### src/verilog/vpg_map.svh
// register offsets, field positions, reset values and timing counts of the pattern generator
`ifndef VPG_MAP_SVH
`define VPG_MAP_SVH
`define VPG_OFF_CTL 12'h004
`define VPG_OFF_CFG 12'h008
`define VPG_OFF_CSI_DI 12'h00c
`define VPG_OFF_LINE_SIZE 12'h010
`define VPG_OFF_BAR_SIZE 12'h014
`define VPG_OFF_ACT_LPF 12'h018
`define VPG_OFF_TOT_LPF 12'h01c
`define VPG_OFF_LINE_PD 12'h020
`define VPG_OFF_VBP 12'h024
`define VPG_OFF_VFP 12'h028
`define VPG_OFF_STATUS 12'h02c
`define VPG_OFF_FIXED 12'h040
`define VPG_CTL_EN_BIT 0
`define VPG_CTL_SLOW_BIT 1
`define VPG_CFG_FIXED_BIT 7
`define VPG_CFG_INV_BIT 6
`define VPG_CFG_NBARS_LSB 4
`define VPG_CFG_BLK_LSB 0
`define VPG_RST_LINE_SIZE 16'h0f00
`define VPG_RST_BAR_SIZE 16'h01e0
`define VPG_RST_ACT_LPF 16'h02d0
`define VPG_RST_TOT_LPF 16'h041a
`define VPG_RST_LINE_PD 16'h0c67
`define VPG_RST_CSI_DI 8'h24
`define VPG_UNIT_FAST_NS 10
`define VPG_UNIT_SLOW_NS 20
`define VPG_CLK_NS 25
`define VPG_TICK_UNITS 5
`define VPG_DT_FS 6'h00
`define VPG_DT_FE 6'h01
`endif

### src/verilog/vpg_pkg.sv
// types shared by the pattern generator files
`default_nettype none
package vpg_pkg;
	typedef struct packed {
		logic valid;
		logic sop;
		logic eop;
		logic short_pkt;
		logic [1:0] vc;
		logic [5:0] dt;
		logic [15:0] wc;
		logic [7:0] data;
	} vpg_tx_t;
	typedef enum logic [2:0] {
		VPG_IDLE = 3'b000,
		VPG_FS = 3'b001,
		VPG_WAIT = 3'b011,
		VPG_HDR = 3'b010,
		VPG_DATA = 3'b110,
		VPG_FE = 3'b111
	} vpg_state_t;
endpackage : vpg_pkg
`default_nettype wire

### src/verilog/vpg_tick.sv
// line-period unit tick divider
`timescale 1ns/100ps
`default_nettype none
`include "vpg_map.svh"
module vpg_tick
(
	// clock and reset
	input wire logic core_clk,
	input wire logic rst_n,
	// control
	input wire logic slow_unit,
	output logic tick
);
	// a unit is shorter than a clock, so one tick stands for five units (50 or 100 ns),
	// a whole number of clocks: ticks stay evenly spaced and never pile up
	localparam logic [7:0] UNIT_F = 8'(`VPG_UNIT_FAST_NS);
	localparam logic [7:0] UNIT_S = 8'(`VPG_UNIT_SLOW_NS);
	localparam logic [7:0] CLK_NS = 8'(`VPG_CLK_NS);
	localparam logic [7:0] PER_TICK = 8'(`VPG_TICK_UNITS);
	logic [7:0] acc;
	logic [7:0] unit;
	logic [8:0] span;
	logic [8:0] sum;
	assign unit = slow_unit ? UNIT_S : UNIT_F;
	assign span = {1'b0, unit} * {1'b0, PER_TICK};
	assign sum = {1'b0, acc} + {1'b0, CLK_NS};
	// accumulate elapsed ns; one tick when a span of five units is complete
	always_ff @(posedge core_clk or negedge rst_n)
	begin
		if (!rst_n)
		begin
			acc <= 8'h00;
			tick <= 1'b0;
		end
		else if (sum >= span)
		begin
			acc <= 8'(sum - span);
			tick <= 1'b1;
		end
		else
		begin
			acc <= sum[7:0];
			tick <= 1'b0;
		end
	end
	// tick spacing: two clocks for 10 ns units, four for 20 ns units
	property p_tick_fast;
		@(posedge core_clk) disable iff (!rst_n)
		(tick && !slow_unit && acc == 8'h00) ##1 !slow_unit |-> !tick ##1 tick;
	endproperty
	a_tick_fast: assert property (p_tick_fast) else $error("fast unit tick spacing wrong");
	property p_tick_slow;
		@(posedge core_clk) disable iff (!rst_n)
		(tick && slow_unit && acc == 8'h00) ##1 slow_unit[*3] |-> !tick ##1 tick;
	endproperty
	a_tick_slow: assert property (p_tick_slow) else $error("slow unit tick spacing wrong");
endmodule : vpg_tick
`default_nettype wire

### src/verilog/vpg_top.sv
// video pattern generator feeding the csi-2 transmitter, with apb registers
// How it works
// two modes, colour bars and fixed colour
// eight bars AA 33 F0 7F 55 CC 0F 80
// last bar stretches to fill line
// one, two, four or eight bars
// line, bar, dt, vc, lines programmable
// line period 10 ns, 20 ns slow; code times lines in 50 or 100 ns ticks, rounding line_pd up
// front porch blank lines before frame end
// back porch blank lines after frame start
// runs on transmit clock, direct output
// emits formatted frame and line packets
// software keeps bars block multiples
// fixed colour uses same geometry
// fixed colour alternates with complement per bar
// block up to 16 bytes, repeated
// sixteen byte registers hold block
// software disables forwarding first
// software sets transmitter speed first
// software picks whole-pixel block size
// next frame starts after total lines
// disable stops only after frame end
//
// The address map and the APB register port were chosen for this implementation.
`timescale 1ns/100ps
`default_nettype none
`include "vpg_map.svh"
module vpg_top
#(
	parameter int BLK_MAX = 16
)
(
	// clock and reset
	input wire logic core_clk,
	input wire logic rst_n,
	// apb slave
	input wire logic psel,
	input wire logic penable,
	input wire logic pwrite,
	input wire logic [11:0] paddr,
	input wire logic [31:0] pwdata,
	output logic [31:0] prdata,
	output logic pready,
	output logic pslverr,
	// stream to csi-2 transmitter
	output vpg_pkg::vpg_tx_t tx,
	input wire logic tx_ready,
	// frame status
	output logic busy
);
	import vpg_pkg::*;
	if (BLK_MAX != 16)
		$error("vpg_top: block storage is fixed at 16 bytes");
	// register set
	logic ctl_en;
	logic ctl_slow;
	logic [7:0] cfg;
	logic [7:0] csi_di;
	logic [15:0] line_size;
	logic [15:0] bar_size;
	logic [15:0] act_lpf;
	logic [15:0] tot_lpf;
	logic [15:0] line_pd;
	logic [7:0] vbp;
	logic [7:0] vfp;
	logic [7:0] fixed_blk [16];
	logic [15:0] frame_cnt;

	logic wr;
	logic rd;
	logic hit;
	assign wr = psel && penable && pwrite;
	assign rd = psel && !penable && !pwrite;
	function automatic logic known(input logic [11:0] a);
		known = (a >= 12'(`VPG_OFF_CTL) && a <= 12'(`VPG_OFF_STATUS))
			|| (a >= 12'(`VPG_OFF_FIXED) && a < 12'(`VPG_OFF_FIXED + 64));
	endfunction : known
	assign hit = known({paddr[11:2], 2'b00});
	// register writes; one-cycle access phase, pready always high
	always_ff @(posedge core_clk or negedge rst_n)
	begin
		if (!rst_n)
		begin
			ctl_en <= 1'b0;
			ctl_slow <= 1'b0;
			cfg <= 8'h00;
			csi_di <= `VPG_RST_CSI_DI;
			line_size <= `VPG_RST_LINE_SIZE;
			bar_size <= `VPG_RST_BAR_SIZE;
			act_lpf <= `VPG_RST_ACT_LPF;
			tot_lpf <= `VPG_RST_TOT_LPF;
			line_pd <= `VPG_RST_LINE_PD;
			vbp <= 8'h00;
			vfp <= 8'h00;
			for (int i = 0; i < 16; i++)
				fixed_blk[i] <= 8'h00;
		end
		else if (wr)
		begin
			case (paddr)
				`VPG_OFF_CTL:
				begin
					ctl_en <= pwdata[`VPG_CTL_EN_BIT];
					ctl_slow <= pwdata[`VPG_CTL_SLOW_BIT];
				end
				`VPG_OFF_CFG: cfg <= pwdata[7:0];
				`VPG_OFF_CSI_DI: csi_di <= pwdata[7:0];
				`VPG_OFF_LINE_SIZE: line_size <= pwdata[15:0];
				`VPG_OFF_BAR_SIZE: bar_size <= pwdata[15:0];
				`VPG_OFF_ACT_LPF: act_lpf <= pwdata[15:0];
				`VPG_OFF_TOT_LPF: tot_lpf <= pwdata[15:0];
				`VPG_OFF_LINE_PD: line_pd <= pwdata[15:0];
				`VPG_OFF_VBP: vbp <= pwdata[7:0];
				`VPG_OFF_VFP: vfp <= pwdata[7:0];
				default:
				begin
					if (paddr[11:6] == 6'(`VPG_OFF_FIXED >> 6))
						fixed_blk[paddr[5:2]] <= pwdata[7:0];
				end
			endcase
		end
	end
	// pready fixed high; read data captured in setup, valid in access phase
	always_ff @(posedge core_clk or negedge rst_n)
	begin
		if (!rst_n)
		begin
			prdata <= 32'h0000_0000;
			pready <= 1'b0;
			pslverr <= 1'b0;
		end
		else
		begin
			pready <= 1'b1;
			pslverr <= psel && !penable && !hit;
			if (rd)
			begin
				case (paddr)
					`VPG_OFF_CTL: prdata <= {30'h0, ctl_slow, ctl_en};
					`VPG_OFF_CFG: prdata <= {24'h0, cfg};
					`VPG_OFF_CSI_DI: prdata <= {24'h0, csi_di};
					`VPG_OFF_LINE_SIZE: prdata <= {16'h0, line_size};
					`VPG_OFF_BAR_SIZE: prdata <= {16'h0, bar_size};
					`VPG_OFF_ACT_LPF: prdata <= {16'h0, act_lpf};
					`VPG_OFF_TOT_LPF: prdata <= {16'h0, tot_lpf};
					`VPG_OFF_LINE_PD: prdata <= {16'h0, line_pd};
					`VPG_OFF_VBP: prdata <= {24'h0, vbp};
					`VPG_OFF_VFP: prdata <= {24'h0, vfp};
					`VPG_OFF_STATUS: prdata <= {frame_cnt, 15'h0, busy};
					default:
						prdata <= (paddr[11:6] == 6'(`VPG_OFF_FIXED >> 6))
							? {24'h0, fixed_blk[paddr[5:2]]} : 32'h0000_0000;
				endcase
			end
		end
	end
	// line period unit; slow bit selects 20 ns for the 400-Mb rate
	logic tick;
	vpg_tick u_tick
	(
		.core_clk(core_clk),
		.rst_n(rst_n),
		.slow_unit(ctl_slow),
		.tick(tick)
	);
	// colour bar byte table
	function automatic logic [7:0] bar_byte(input logic [2:0] i);
		case (i)
			3'd0: bar_byte = 8'haa;
			3'd1: bar_byte = 8'h33;
			3'd2: bar_byte = 8'hf0;
			3'd3: bar_byte = 8'h7f;
			3'd4: bar_byte = 8'h55;
			3'd5: bar_byte = 8'hcc;
			3'd6: bar_byte = 8'h0f;
			default: bar_byte = 8'h80;
		endcase
	endfunction : bar_byte
	// sequencing state
	vpg_state_t state;
	logic [15:0] line_no;
	logic [15:0] pd_cnt;
	logic [15:0] byte_cnt;
	logic [15:0] bar_cnt;
	logic [2:0] bar_idx;
	logic [3:0] blk_idx;
	logic fe_pending;
	logic fe_sent;
	logic line_due;
	logic [2:0] nbars_m1;
	logic [3:0] blk_m1;
	logic in_active;
	logic [7:0] pix;
	logic accept;
	localparam logic [15:0] TICK_U = 16'(`VPG_TICK_UNITS);
	assign nbars_m1 = 3'((4'd1 << cfg[`VPG_CFG_NBARS_LSB +: 2]) - 4'd1);
	assign blk_m1 = cfg[`VPG_CFG_BLK_LSB +: 4];
	assign accept = !tx.valid || tx_ready;
	// active window sits after the back porch
	assign in_active = line_no >= 16'(vbp) && line_no < 16'(vbp) + act_lpf;
	// the last bar keeps its byte to the end of the line
	assign pix = cfg[`VPG_CFG_FIXED_BIT]
		? (fixed_blk[blk_idx] ^ {8{cfg[`VPG_CFG_INV_BIT] & bar_idx[0]}})
		: bar_byte(bar_idx);
	// line period timer; a tick is five units, so a line may run up to four units longer than line_pd
	always_ff @(posedge core_clk or negedge rst_n)
	begin
		if (!rst_n)
			pd_cnt <= 16'h0000;
		else if (state == VPG_IDLE || state == VPG_FS)
			pd_cnt <= 16'h0000;
		else if (tick)
			pd_cnt <= (pd_cnt + TICK_U >= line_pd) ? 16'h0000 : pd_cnt + TICK_U;
	end
	assign line_due = tick && (pd_cnt + TICK_U >= line_pd);

	// frame sequencer, transmit clock domain, straight to the transmitter
	always_ff @(posedge core_clk or negedge rst_n)
	begin
		if (!rst_n)
		begin
			state <= VPG_IDLE;
			line_no <= 16'h0000;
			byte_cnt <= 16'h0000;
			bar_cnt <= 16'h0000;
			bar_idx <= 3'd0;
			blk_idx <= 4'd0;
			fe_pending <= 1'b0;
			fe_sent <= 1'b0;
			tx <= '0;
			busy <= 1'b0;
			frame_cnt <= 16'h0000;
		end
		else if (accept)
		begin
			tx <= '0;
			case (state)
				VPG_IDLE:
				begin
					busy <= 1'b0;
					if (ctl_en)
						state <= VPG_FS;
				end
				VPG_FS:
				begin
					// frame start short packet
					tx <= '{valid: 1'b1, sop: 1'b1, eop: 1'b1, short_pkt: 1'b1,
						vc: csi_di[7:6], dt: `VPG_DT_FS, wc: frame_cnt, data: 8'h00};
					busy <= 1'b1;
					line_no <= 16'h0000;
					fe_sent <= 1'b0;
					state <= VPG_WAIT;
				end
				VPG_WAIT:
				begin
					if (line_due)
					begin
						if (line_no + 16'd1 >= tot_lpf)
							state <= fe_sent ? (ctl_en ? VPG_FS : VPG_IDLE) : VPG_FE;
						else if (line_no + 16'd1 == 16'(vbp) + act_lpf + 16'(vfp))
						begin
							// front porch done; frame end goes out now
							fe_pending <= 1'b1;
							state <= VPG_FE;
						end
						else
						begin
							line_no <= line_no + 16'd1;
							state <= VPG_HDR;
						end
					end
				end
				VPG_HDR:
				begin
					if (in_active)
					begin
						// long packet header with programmed type and channel
						tx <= '{valid: 1'b1, sop: 1'b1, eop: 1'b0, short_pkt: 1'b0,
							vc: csi_di[7:6], dt: csi_di[5:0], wc: line_size, data: 8'h00};
						byte_cnt <= 16'h0000;
						bar_cnt <= 16'h0000;
						bar_idx <= 3'd0;
						blk_idx <= 4'd0;
						state <= (line_size == 16'h0000) ? VPG_WAIT : VPG_DATA;
					end
					else
						state <= VPG_WAIT;
				end
				VPG_DATA:
				begin
					tx <= '{valid: 1'b1, sop: 1'b0, eop: byte_cnt + 16'd1 == line_size,
						short_pkt: 1'b0, vc: csi_di[7:6], dt: csi_di[5:0],
						wc: line_size, data: pix};
					byte_cnt <= byte_cnt + 16'd1;
					blk_idx <= (blk_idx == blk_m1) ? 4'd0 : blk_idx + 4'd1;
					if (bar_cnt + 16'd1 >= bar_size && bar_idx != nbars_m1)
					begin
						bar_cnt <= 16'h0000;
						bar_idx <= bar_idx + 3'd1;
					end
					else
						bar_cnt <= bar_cnt + 16'd1;
					if (byte_cnt + 16'd1 == line_size)
						state <= VPG_WAIT;
				end
				VPG_FE:
				begin
					// frame end, then restart or stop at the boundary
					tx <= '{valid: 1'b1, sop: 1'b1, eop: 1'b1, short_pkt: 1'b1,
						vc: csi_di[7:6], dt: `VPG_DT_FE, wc: frame_cnt, data: 8'h00};
					frame_cnt <= frame_cnt + 16'd1;
					if (fe_pending)
					begin
						fe_pending <= 1'b0;
						fe_sent <= 1'b1; // trailing blank lines end the frame without a second end
						line_no <= line_no + 16'd1;
						state <= VPG_WAIT;
					end
					else
						state <= ctl_en ? VPG_FS : VPG_IDLE;
				end
				default: state <= VPG_IDLE;
			endcase
		end
	end

	// checks
	property p_fe_ends;
		@(posedge core_clk) disable iff (!rst_n)
		(state == VPG_FE && accept && !fe_pending && !ctl_en) |=> state == VPG_IDLE;
	endproperty
	a_fe_ends: assert property (p_fe_ends) else $error("stop not at frame end");
	property p_fs_type;
		@(posedge core_clk) disable iff (!rst_n)
		(state == VPG_FS && accept) |=> tx.valid && tx.short_pkt && tx.dt == `VPG_DT_FS;
	endproperty
	a_fs_type: assert property (p_fs_type) else $error("bad frame start");
	property p_first_bar;
		@(posedge core_clk) disable iff (!rst_n)
		(state == VPG_DATA && accept && byte_cnt == 16'h0 && !cfg[`VPG_CFG_FIXED_BIT])
			|=> tx.data == 8'haa;
	endproperty
	a_first_bar: assert property (p_first_bar) else $error("first bar wrong");
	property p_bar_cap;
		@(posedge core_clk) disable iff (!rst_n) bar_idx <= nbars_m1 || state != VPG_DATA;
	endproperty
	a_bar_cap: assert property (p_bar_cap) else $error("bar index overrun");
	property p_hdr_wc;
		@(posedge core_clk) disable iff (!rst_n)
		(tx.valid && tx.sop && !tx.short_pkt) |-> tx.wc == line_size && tx.dt == csi_di[5:0];
	endproperty
	a_hdr_wc: assert property (p_hdr_wc) else $error("header fields wrong");
	property p_blk_wrap;
		@(posedge core_clk) disable iff (!rst_n) blk_idx <= blk_m1 || state != VPG_DATA;
	endproperty
	a_blk_wrap: assert property (p_blk_wrap) else $error("block index overrun");
	property p_hold;
		@(posedge core_clk) disable iff (!rst_n) (tx.valid && !tx_ready) |=> $stable(tx);
	endproperty
	a_hold: assert property (p_hold) else $error("output changed while stalled");
	property p_idle_start;
		@(posedge core_clk) disable iff (!rst_n)
		(state == VPG_IDLE && ctl_en && accept) |=> state == VPG_FS;
	endproperty
	a_idle_start: assert property (p_idle_start) else $error("enable ignored");
	c_fixed: cover property (@(posedge core_clk) state == VPG_DATA && cfg[`VPG_CFG_FIXED_BIT]);
	c_fe: cover property (@(posedge core_clk) tx.valid && tx.dt == `VPG_DT_FE && tx.short_pkt);
	c_last_bar: cover property (@(posedge core_clk) state == VPG_DATA && bar_idx == 3'd7);
endmodule : vpg_top
`default_nettype wire

### config.mk
export PLATFORM = sky130hd
export DESIGN_NAME = vpg_top
export DESIGN_NICKNAME = d
export VERILOG_FILES = /design/src/verilog/vpg_pkg.sv /design/src/verilog/vpg_tick.sv /design/src/verilog/vpg_top.sv
export VERILOG_INCLUDE_DIRS = /design/src /design/src/verilog
export SDC_FILE = /design/constraint.sdc
export NUM_CORES = 1
export LEC_CHECK = 0
export ABC_AREA = 0
export BUFFER_PORTS_ARGS = -buffer_cell sky130_fd_sc_hd__buf_4
export CORE_ASPECT_RATIO = 2
export CORE_UTILIZATION = 30
export DETAILED_ROUTE_END_ITERATION = 10
export PLACE_DENSITY = 0.53
export SETUP_SLACK_MARGIN = 0.3
export SYNTH_ARGS = -nofsm -noshare
export SYNTH_HDL_FRONTEND = slang
export SYNTH_SLANG_ARGS = --single-unit
export TNS_END_PERCENT = 30
### constraint.sdc
create_clock -name core_clk -period 12.4 [get_ports core_clk]
set_clock_uncertainty 0.05 [all_clocks]
set_input_delay 2.48 -clock core_clk [delete_from_list [all_inputs] [get_ports core_clk]]
set_output_delay 2.48 -clock core_clk [all_outputs]
set_load 0.1 [all_outputs]
* Word level (Yosys, flattened, before mapping)
Index checks and enable logic that the tools add are counted.
Word-level totals: register bits 414, bits of input ports 50, output and inout bits 71, word-level logic and storage cells 220
Operators by class: $add $sub $neg 12, $mul 1, magnitude comparators 13, eq/ne operators 36, shift-type cells 1, multiplexer cells 54, bitwise operators 5, reduce and logical (&&, ||, !) cells 47
Operators by type and width (number):
- 32-bit case mux with 11 select lines | 1
- 16-bit two-way mux | 9
- 36-bit case mux with 4 select lines | 1
- 128-bit bitwise mux | 1
- 16-bit by 1-bit adder with 16-bit output (second input constant) | 4
- 8-bit binary-select mux with 4-bit select | 2
- 8-bit two-way mux | 8
- 16-bit case mux with 2 select lines | 2
- 8-bit case mux with 7 select lines | 1
- 12-bit by 5-bit == test with 1-bit output (second input constant) | 4
- 12-bit by 6-bit == test with 1-bit output (second input constant) | 4
- 16-bit >= comparator | 3
- 16-bit case mux with 3 select lines | 1
- 36-bit two-way mux | 1
- 8-bit demux with 4-bit select | 1
- 16-bit == test | 2
- 3-bit two-way mux | 10
- 12-bit by 4-bit == test with 1-bit output (second input constant) | 2
- 2-bit AND reduction | 12
- 2-bit inequality test (second input constant) | 9
- 3-bit case mux with 6 select lines | 1
- 16-bit by 3-bit adder with 16-bit output (second input constant) | 1
- 16-bit by 8-bit adder with 16-bit output | 1
- 8-bit by 16-bit adder with 16-bit output | 1
- 46 further kinds | 87

* Depth between registers and ports, before layout
Gate-level depths: netlist of run 1.
word-level depth 7, mapped depth 20, mapped depth without buffers 17

* Cells and area by module
Synthesis of run 1 repeated with hierarchy kept, for this count alone.
Second synthesis, totals: cells, all modules 2144, area total of the unflattened synthesis 23965.5 um2
Modules (own cells, without submodules):
- vpg_top | times used 1, cells each 2076, area each 23266.1 um2, sequential area each 10166.0 um2
- vpg_tick | times used 1, cells each 68, area each 699.4 um2, sequential area each 225.2 um2

* Worst setup path after synthesis of run 1
Ideal clock, no wire load.
kind input to register, start point input port paddr[2], end point register prdata[1], library setup time 0.141 ns, arrival 4.754 ns, required time 12.209 ns, setup slack 7.455 ns, stages 6, path buffers 2, cells stage by stage clkbuf_1 > buf_1 > mux4_2 > mux4_2 > a21oi_1 > a31oi_1
Between the ends: word-level cells in the longest chain between the ends 6, elaborated cells between the ends (all ways) 17, classes of those cells 11 x eq/ne; 5 x mux; 1 x bitwise
RTL lines:
- from (decl) | line vpg_top.sv:40 | input wire logic [11:0] paddr,
- 4-bit NOT with 5-bit output (implied by the code) | line vpg_top.sv:152 | ? {24'h0, fixed_blk[paddr[5:2]]} : 32'h0000_0000;
- 8-bit binary-select mux with 4-bit select | line vpg_top.sv:152
- 8-bit two-way mux (implied by the code) (2 in series) | line vpg_top.sv:152
- 8-bit two-way mux | line vpg_top.sv:151 | prdata <= (paddr[11:6] == 6'(`VPG_OFF_FIXED >> 6))
- 32-bit case mux with 11 select lines * | line vpg_top.sv:138 | case (paddr)
- to (signal assigned) | line vpg_top.sv:139 | `VPG_OFF_CTL: prdata <= {30'h0, ctl_slow, ctl_en};
- to (signal assigned) | line vpg_top.sv:140 | `VPG_OFF_CFG: prdata <= {24'h0, cfg};
- to (signal assigned) | line vpg_top.sv:151
- to (decl) | line vpg_top.sv:42 | output logic [31:0] prdata,
Every way passes the cells marked *; elsewhere a longest branch is shown, timed or not. The select of a mux whose other input is x is not followed. A chain may end at the register's enable or synchronous reset.

* Worst setup path in the final report of run 1
start point input port paddr[11], end point register fixed_blk[84] in the netlist's numbering
Between the ends: word-level cells in the longest chain between the ends 4, elaborated cells between the ends (all ways) 14, classes of those cells 11 x eq/ne; 1 x bitwise; 2 x reduce/logical
RTL lines:
- 12-bit by 6-bit == test with 1-bit output (tied with other cells) | line vpg_top.sv:100 | case (paddr)
- 10-bit OR reduction (no line)
- 1-bit NOT (no line)
- 3-bit AND reduction (no line) *
- to (signal, indexed assignment) | line vpg_top.sv:118 | fixed_blk[paddr[5:2]] <= pwdata[7:0];
- to (decl) | line vpg_top.sv:66 | logic [7:0] fixed_blk [16];
Every way passes the cells marked *; elsewhere a longest branch is shown, timed or not.

==> impl_metrics.csv, run 1 <==
group,metric,value,unit
cells_and_area,antenna_cells,0,
synthesis,synth_area_per_cell,11.1,sq um
power,p_leak,12.4,nW
worst_setup_path,crit_slowest_cell,"nor2_1",
synthesis,synth-async-reset-ratio,1.00,
worst_setup_path,crit_type,"in2reg",
place,place_congestion,0.900,
cells_and_area,multi_input_area,12500,sq um
drt,wl,77600,um
worst_setup_path,crit_path_start_kind,"input port",
global_route,grt_max_degree,184,
drt,vias,17700,
clocking,cts-root-buf,"clkbuf_16",
global_route,grt_usage,0.194,
cells_and_area,syn_to_final_growth,13.7,%
synthesis,ys_seq_area_frac,0.439,
drt,vias_per_cell,5.43,
clocking,cts.sinks,414,
run_status,status,"finished, final reports clean",
worst_setup_path,path_max_fanout,13,
clocking,cts_buffers,40,
sta,finalWorstSetupSlack,7.01,ns
worst_setup_path,end_kind,"register",
sta,min_period,5.39,ns
synthesis,synthTopCellsByCount,"dfrtp_1, mux2_2, nand2_1",
worst_setup_path,crit_path_max_incr_delay,1.05,ns
die,die_area,80200,sq um
sta,finalSetupViolations,0,
synthesis,yosysUniqueCellTypes,86,
cells_and_area,final-seq-area,10400,sq um
sta,hold_viol,0,
worst_setup_path,worstPathCellList,"buf_4 -> or4_1 -> nor2_1 -> and2_1 -> nand4b_1 -> nor2_1 -> mux2_2",
clocking,cts_max_level,2,
clocking,cts_buffer_depth,3,
die,die_w,201,um
clocking,cts_tree,"built",
worst_setup_path,cpMostUsedCell,"nor2_1",
sta,tightest_slew,1.28,ns
clocking,cts_resized,0,
sta,clock.fmax,0.185,GHz
clocking,clk_pin_slew,0.06,ns
synthesis,synth_top_area_frac,0.411,
power,ir_worst_vdd,82.9,uV
die,core,78200,sq um
place,port_buffers,104,
synthesis,synth_edf_count,0,
hold_path,hold_path.class,"reg2reg",
drt,drtIter0Drc,1326,
cells_and_area,drive_above_1_share,0.249,
place,hpwl,58300,um
synthesis,synth_area,23700,sq um
sta,rsz0062_at_grt,"no",
synthesis,synthFlopType,"dfrtp_1",
place,pre_cts_ws,6.45,ns
global_route,grt_pass1_vias,18600,
clocking,holdBufCountCts,0,
synthesis,syn_nets,2292,
global_route,grt_pass1_wl,118000,um
synthesis,ys_top_cells_by_area,"dfrtp_1, mux2_2, ha_1",
drt,avgRoutedWirePerCell,23.8,um
global_route,overflow,0,
synthesis,synth_most_common_cell,"dfrtp_1",
sta,finalCritPeriodShare,0.435,
drt,drtAntennaViolNets,0,
synthesis,yosys_warnings,0,
sta,setup_tns,0,ns
synthesis,ys_ff_latch,414,
power,power_density,141,nW/um^2
cells_and_area,fillCellCount,7748,
worst_setup_path,crit_required,12.80,ns
die,ios,121,
drt,first_pass_iters,7,
synthesis,synth_area_leader_cell,"dfrtp_1",
sta,slew_viol_final,0,
worst_setup_path,crit_arrival,5.79,ns
global_route,antenna_found_initial,0,
die,initial_core_util,0.303,
die,die_h,399,um
die,rows,145,
clocking,insertion_delay,0.59,ns
clocking,post_cts_buffers,0,
drt,drc_errors,0,
flow_run,cap_violations,0,
sta,max-slew-margin-rel,0.142,
cells_and_area,finalNetCount,2362,
synthesis,syn_inst,2135,
-- stage by stage --
stage / area, sq um / total power [W] / std cells / util / hold WS [ns]
final: 26900 / 0.00381 / 3264 / 0.345 / 0.430
after global routing: 26900 / 0.00399 / 3264 / 0.345 / 0.447
after CTS: 26900 / 0.00385 / 3264 / 0.345 / 0.435
after detailed placement: 25600 / 0.00255 / 3192 / 0.327 / 0.427
after global placement: 25600 / 0.00252 / 3192 / 0.327 / 0.420
after floorplan: 23700 / 0.00221 / 2135 / - / 0.392
-- per-layer routing --
| layer | global-route usage | part of all wire | wire, um | vias up |
|---|---|---|---|---|
| li1 | - | - | - | 7979 |
| met1 | 0.198 | 0.35 | 26900 | 9053 |
| met2 | 0.372 | 0.54 | 42200 | 513 |
| met3 | 0.0213 | 0.038 | 2920 | 179 |
| met4 | 0.127 | 0.072 | 5550 | 0 |
| met5 | 0 | 0 | 0 | - |
-- state kept, by name, summed over array words and instances (netlist names), 16 cells and up --
register   cells
fixed_blk    128
tx            36
prdata        32
act_lpf       16
bar_cnt       16
bar_size      16
byte_cnt      16
frame_cnt     16
line_no       16
line_pd       16
line_size     16
pd_cnt        16
tot_lpf       16
-- cells by family (layout without fill, tap and decap cells) --
group	Yosys count	after routing	synth area share
AO/OA/AOI/OAI	432	432	0.129
multiplexers	336	336	0.185
flip-flops	414	414	0.439
buffers and inverters	221	321	0.0364
XOR/XNOR	145	145	0.0563
adder cells (fa/ha/maj)	107	107	0.0571
AND/OR/NAND/NOR	479	479	0.0973
other	1	1	0.000158
-- cell type report --
class | count | share of cell area
Clock buffer | 55 | 0.0430
Clock inverter | 17 | 0.00697
Inverter | 113 | 0.0157
Multi-Input combinational cell | 1500 | 0.462
Sequential cell | 414 | 0.386
Tap cell | 1029 | 0.0478
Timing Repair Buffer | 136 | 0.0386
-- power breakdown --
part	internal (W)	leakage, nW	switching (W)
Combinational	0.000320	6.15	0.000679
Sequential	0.00142	5.61	0.0000991
Clock	0.000704	0.661	0.000583
Total	0.00245	12.4	0.00136
-- path summary, 6_finish.rpt --
path	from	end	slack [ns]	cells past startpoint
max reg2reg	vbp[0]	line_no[0]	7.31	17
min in group asynchronous	rst_n	pready	1.82	1
max in group asynchronous	rst_n	prdata[12]	7.98	3
min	u_tick.acc[0]	u_tick.acc[0]	0.43	1
min reg2reg	u_tick.acc[0]	u_tick.acc[0]	0.43	1
max	paddr[11]	fixed_blk[84]	7.01	7
-- cells in the final DEF (no fill, tap or decap), types with 10 or more instances in the layout --
cell type	count
mux2i_1	29
dfstp_2	25
a21oi_1	60
a221oi_1	16
mux4_2	56
a21o_1	49
nor2_1	105
and3_1	27
nor2b_1	11
nand2_1	164
nand2b_1	21
a222oi_1	30
a22o_1	31
nand4_1	24
dfrtp_1	388
nor3_1	19
a22oi_1	36
clkbuf_16	41
a32o_1	11
o31ai_1	18
a211oi_1	10
ha_1	105
nor4_1	13
inv_1	113
xnor2_1	75
xor2_1	64
o21ai_0	87
buf_4	134
mux2_2	251
nand3_1	48
a31oi_1	27
-- critical path, delay by kind of cell --
kind,cells,cell delay [ns]
and+or+nand+nor,5,2.77
muxes,1,0.43
buffers and inverters,1,0.10
(Power assumes the default switching activity.)
==> run 2, diff against run 1 <==
PLACE_DENSITY = 0.54   (was 0.53)
clock period = 4.3 ns   (was 12.4 ns; I/O delays follow)
==> run 2 against run 1 <==
Clock power rose to 2.9 times the previous value. Clock-buffer cell count rose by 3. Global-route usage rose by 0.57 points. Critical path depth rose by 13. Final cell count rose by 2.9%. Die area did not move. Flip-flop and latch count did not move. Critical path type is now reg2reg. Worst hold slack got worse by 0.16 ns.
==> impl_metrics.csv, run 2 (same netlist as run 1, synthesis figures left out) <==
group,metric,value,unit
place,place_congestion,0.904,
clocking,insertion_delay,0.60,ns
cells_and_area,drive_above_1_share,0.314,
global_route,grt_pass1_wl,121000,um
sta,max-slew-margin-rel,0.271,
worst_setup_path,crit_slowest_cell,"dfrtp_1",
worst_setup_path,crit_path_start_kind,"register",
cells_and_area,fin_cells,3359,
global_route,overflow,0,
clocking,cts-root-buf,"clkbuf_16",
global_route,grt_usage,0.200,
global_route,grt_pass1_vias,19300,
sta,slew_viol_final,0,
die,core,78200,sq um
place,dp_cells,3261,
sta,finalCritPeriodShare,0.995,
die,rows,145,
flow_run,cap_violations,0,
place,hpwl,60700,um
clocking,cts.sinks,414,
drt,vias,18300,
clocking,cts_tree,"built",
cells_and_area,layout_commonest_cell,"dfrtp_1",
sta,tightest_slew,1.09,ns
drt,wl,80300,um
power,switching_share,0.357,
cells_and_area,reg_top3,"fixed_blk (128), tx (36), prdata (32)",
drt,drc_errors,0,
drt,avgRoutedWirePerCell,23.9,um
power,pwr-share-clk,0.322,
sta,finalSetupViolations,0,
cells_and_area,layout_common_cells,"dfrtp_1, mux2_2, buf_4",
power,ir_worst_vdd,255,uV
die,die_area,80200,sq um
global_route,antenna_found_initial,0,
power,p_seq_frac,0.378,
hold_path,hold_path.class,"in2async",
cells_and_area,syn_to_final_growth,19.8,%
drt,drtIter0Drc,1213,
drt,vias_per_cell,5.43,
worst_setup_path,worstPathCellList,"ha_2 -> fa_2 -> a211oi_2 -> buf_4 -> o21ai_4 -> xor2_2 -> ha_1 -> a21o_1 -> a21o_1 -> o22a_1 -> xnor3_1 -> o221ai_2 -> a2111oi_4 -> nand4_1 -> buf_6 -> a31oi_4 -> buf_12 -> buf_12 -> nand2_2 -> o31ai_2",
power,power_density,410,nW/um^2
worst_setup_path,end_kind,"register",
cells_and_area,finalNetCount,2456,
place,port_buffers,104,
sta,clock.fmax,0.234,GHz
power,p_int,0.00749,W
die,ios,121,
sta,hold_viol,0,
worst_setup_path,path_max_fanout,8,
worst_setup_path,crit_type,"reg2reg",
die,initial_core_util,0.303,
cells_and_area,largest_register,"fixed_blk",
clocking,cts_buffers,39,
sta,min_period,4.28,ns
die,die_h,399,um
drt,first_pass_iters,6,
clocking,cts_buffer_depth,3,
worst_setup_path,crit_arrival,4.72,ns
clocking,holdBufCountCts,0,
worst_setup_path,crit_path_max_incr_delay,0.39,ns
cells_and_area,largest_reg_flops,128,
clocking,clk_pin_slew,0.07,ns
worst_setup_path,crit_required,4.74,ns
drt,drtAntennaViolNets,0,
cells_and_area,antenna_cells,0,
die,die_w,201,um
power,p_leak,13.1,nW
sta,rsz0062_at_grt,"yes",
global_route,grt_max_degree,115,
clocking,cts_max_level,2,
cells_and_area,post-route-util,0.363,
power,net-switching-power,0.00415,W
run_status,status,"finished, final reports clean",
power,p_comb_frac,0.300,
run 2: cell types whose count changed in the layout (fill, tap and decap cells not counted), sizes merged:
cell	previous run	this run
clkbuf	55	61
clkinvlp	2	0
bufinv	2	3
inv	114	119
buf	136	228
clkinv	12	5
run 2: final cells by class:
cell class / count / area (sq um)
inverter: 113 / 424
fill: 7622 / 49800
clock buffer: 58 / 1160
tap: 1029 / 1290
timing repair buffer: 231 / 1980
clock inverter: 14 / 195
multi-input combinational: 1500 / 12900
sequential: 414 / 10400
run 2: final timing paths:
check                               from            end  slack (ns)  cells after the start
max                               vbp[0]    line_no[12]        0.02                     20
min                                rst_n  fixed_blk[58]        0.27                      1
max reg2reg                       vbp[0]    line_no[12]        0.02                     20
min reg2reg                u_tick.acc[0]  u_tick.acc[0]        0.44                      1
max in group asynchronous          rst_n  fixed_blk[39]        2.72                      2
min in group core_clk      u_tick.acc[0]  u_tick.acc[0]        0.44                      1
run 2: power by group through the flow:
| stage | Combinational, W | Clock [W] | Sequential [W] |
|---|---|---|---|
| finish | 0.00349 | 0.00375 | 0.00440 |
| global route | 0.00374 | 0.00396 | 0.00442 |
| CTS | 0.00333 | 0.00383 | 0.00439 |
| detailed placement | 0.00304 | 0 | 0.00446 |
| global placement | 0.00298 | 0 | 0.00446 |
| floorplan | 0.00162 | 0 | 0.00476 |
run 2: layer usage:
metal | global-route usage | wire (um) | up-vias
li1 | - | - | 8174
met1 | 0.190 | 26700 | 9307
met2 | 0.381 | 43400 | 529
met3 | 0.0290 | 3100 | 240
met4 | 0.158 | 7080 | 0
met5 | 0 | 0 | -
run 2: repair_timing:
item,CTS,global route
gates resized for setup,49,93
buffers inserted,13,7
gates cloned,4,2
pin swaps,27,35
setup endpoints to repair,86,87
run 2: worst max-delay path, delay by kind of cell (launching register included):
kind | cells | cell delay, ns
XOR/XNOR | 2 | 0.38
buffers and inverters | 4 | 0.61
AO/OA/AOI/OAI | 9 | 1.60
AND/OR/NAND/NOR | 2 | 0.22
adder cells (fa/ha/maj) | 3 | 0.94
flip-flops | 1 | 0.39
run 2: per-stage QoR:
stage | hold slack, ns | instance area [sq um] | worst slack, ns | TNS (ns) | power [W]
3_3_place_gp | 0.421 | 26200 | -0.135 | -1.15 | 0.00744
2_1_floorplan | 0.392 | 23700 | 0.346 | 0 | 0.00639
4_1_cts | 0.333 | 28000 | 0.122 | 0 | 0.0116
5_1_grt | 0.328 | 28400 | -0.232 | -3.60 | 0.0121
6_report | 0.267 | 28400 | 0.0210 | 0 | 0.0116
3_5_place_dp | 0.426 | 26200 | -0.182 | -1.97 | 0.00750
==> run 3, diff against run 2 <==
CAP_MARGIN = 20   (was not set)
PLACE_DENSITY = 0.53   (was 0.54)
clock period = 4.9 ns   (was 4.3 ns; I/O delays follow)
==> run 3 against run 2 <==
Flip-flop and latch count stayed put. Via count is 1.2% lower. Core utilization is 0.92 points lower. Clock power is 5% lower. Setup slack better by 0.41 ns. Die area stayed put. Critical path depth is 2 lower. Non-clock buffer count is 50 lower. Global-route usage is 0.060 points lower. Routed wire length is 0.61% lower. Clock-buffer cell count is 2 lower. Sequential power is 12% lower. Critical path type unchanged.
==> impl_metrics.csv, run 3 (same netlist as run 1, synthesis figures left out) <==
group,metric,value,unit
global_route,grt_usage,0.199,
global_route,grt_pass1_wl,121000,um
power,p_total,0.0102,W
sta,rsz0062_at_grt,"yes",
clocking,cts_max_level,2,
sta,finalSetupViolations,0,
worst_setup_path,worstPathCellList,"ha_2 -> fa_2 -> a211oi_2 -> o21ai_1 -> xor2_1 -> ha_1 -> a21o_1 -> a21o_1 -> o22a_1 -> xnor3_1 -> o221ai_1 -> a2111oi_4 -> nand4_1 -> a31oi_4 -> buf_4 -> buf_12 -> nor3_1 -> a21o_1",
die,die_w,201,um
drt,drtIter0Drc,1238,
sta,hold_viol,0,
place,hpwl,60000,um
die,rows,145,
drt,wl,79900,um
cells_and_area,final-seq-area,10400,sq um
cells_and_area,fin_area,27700,sq um
power,p_leak,12.8,nW
worst_setup_path,crit_buf_inv,2,
place,dp_cells,3225,
cells_and_area,syn_to_final_growth,16.8,%
cells_and_area,reg_top3,"fixed_blk (128), tx (36), prdata (32)",
global_route,antenna_found_initial,1,
sta,setup_tns,0,ns
worst_setup_path,worstRegToRegCells,18,
sta,finalCritPeriodShare,0.912,
power,power_density,368,nW/um^2
clocking,insertion_delay,0.60,ns
worst_setup_path,end_kind,"register",
worst_setup_path,crit_type,"reg2reg",
die,die_h,399,um
cells_and_area,largest_reg_flops,128,
place,dpl-instance-area,25900,sq um
sta,min_period,4.47,ns
run_status,status,"finished, final reports clean",
worst_setup_path,crit_required,5.32,ns
worst_setup_path,crit_path_max_incr_delay,0.41,ns
worst_setup_path,crit_cells,18,
sta,slew_viol_final,0,
cells_and_area,drive_above_1_share,0.274,
cells_and_area,fillCellCount,7667,
sta,tightest_slew,1.05,ns
cells_and_area,layout_common_cells,"dfrtp_1, mux2_2, buf_4",
clocking,cts.sinks,414,
drt,drc_errors,0,
hold_path,hold_path.class,"in2async",
cells_and_area,layout_commonest_cell,"dfrtp_1",
place,place_congestion,0.932,
cells_and_area,fin_cells,3313,
worst_setup_path,path_max_fanout,8,
die,core,78200,sq um
power,ir_worst_vdd,313,uV
cells_and_area,post-route-util,0.354,
worst_setup_path,cpMostUsedCell,"a21o_1",
cells_and_area,multi_input_area,12600,sq um
worst_setup_path,crit_slowest_cell,"dfrtp_1",
clocking,cts_tree,"built",
sta,max-slew-margin-rel,0.295,
cells_and_area,finalNetCount,2408,
cells_and_area,largest_register,"fixed_blk",
die,ios,121,
global_route,grt_pass1_vias,18900,
clocking,clk_pin_slew,0.07,ns
place,port_buffers,104,
global_route,grt_max_degree,115,
cells_and_area,antenna_cells,0,
clocking,cts_buffers,41,
clocking,holdBufCountCts,0,
clocking,cts_buffer_depth,3,
drt,first_pass_iters,9,
global_route,overflow,0,
clocking,cts-root-buf,"clkbuf_16",
die,initial_core_util,0.303,
drt,avgRoutedWirePerCell,24.1,um
worst_setup_path,cp_top_family,"compound AO/OA/AOI/OAI gates",
drt,drtAntennaViolNets,0,
drt,vias,18000,
worst_setup_path,crit_path_start_kind,"register",
drt,vias_per_cell,5.44,
worst_setup_path,crit_arrival,4.89,ns
flow_run,cap_violations,0,
die,die_area,80200,sq um
sta,clock.fmax,0.224,GHz
[run 3: cell count changes in the layout (fill, tap and decap cells not counted), moves of 5 or more]
cell     previous run  this run
o31ai_1            11        18
o31ai_2             6         0
o21ai_1            13         4
nand2_4             5         0
buf_4             204       171
nand2_2             6         1
buf_6              12         1
o21ai_0            63        84
ha_1               97       103
nand2_1           153       163
o21ai_2            11         1
[run 3: stage by stage]
step | hold slack (ns) | worst slack, ns
3_5_place_dp | 0.424 | 0.302
4_1_cts | 0.437 | 0.339
3_3_place_gp | 0.422 | 0.382
6_report | 0.409 | 0.432
2_1_floorplan | 0.392 | 0.892
5_1_grt | 0.469 | 0.225
[run 3: worst register-to-register path, stage by stage (launching register included)]
cell and delay (ns):
dfrtp_1 0.41, ha_2 0.25, fa_2 0.39, a211oi_2 0.27, o21ai_1 0.16, xor2_1 0.19
ha_1 0.38, a21o_1 0.19, a21o_1 0.19, o22a_1 0.19, xnor3_1 0.21, o221ai_1 0.16
a2111oi_4 0.23, nand4_1 0.31, a31oi_4 0.29, buf_4 0.15, buf_12 0.11, nor3_1 0.05
a21o_1 0.18
[run 3: final cells by class]
class | instances | share of cell area
clock inverter | 20 | 0.0125
tap | 1029 | 0.0465
timing repair buffer | 181 | 0.0535
inverter | 113 | 0.0153
multi-input combinational | 1500 | 0.455
clock buffer | 56 | 0.0417
sequential | 414 | 0.376
[run 3: timing repair]
item | in CTS | in global routing
gates cloned | 0 | 2
endpoints found under the setup margin | 2 | 52
buffers inserted | 0 | 9
pin swaps | 0 | 13
gates resized for setup | 1 | 29
[run 3: power by group]
group          internal [W]  total [W]  switching, W
Combinational      0.000956    0.00275       0.00179
Clock               0.00205    0.00358       0.00153
Sequential          0.00360    0.00386      0.000257
Total               0.00661     0.0102       0.00358
[run 3: path summary, 6_finish.rpt]
check	start	end	slack, ns
setup / recovery	act_lpf[0]	line_no[0]	0.43
hold / removal	rst_n	pready	0.41
setup reg to reg	act_lpf[0]	line_no[0]	0.43
hold reg to reg	pd_cnt[15]	pd_cnt[15]	0.44
max in group asynchronous	rst_n	line_size[9]	3.26
min in group core_clk	pd_cnt[15]	pd_cnt[15]	0.44
[run 3: routing by layer]
layer	up-vias	share of wire	global-route usage
met3	221	0.038	0.0232
met4	0	0.084	0.144
met1	9183	0.34	0.199
li1	8097	-	-
met2	531	0.54	0.380
met5	-	0	0
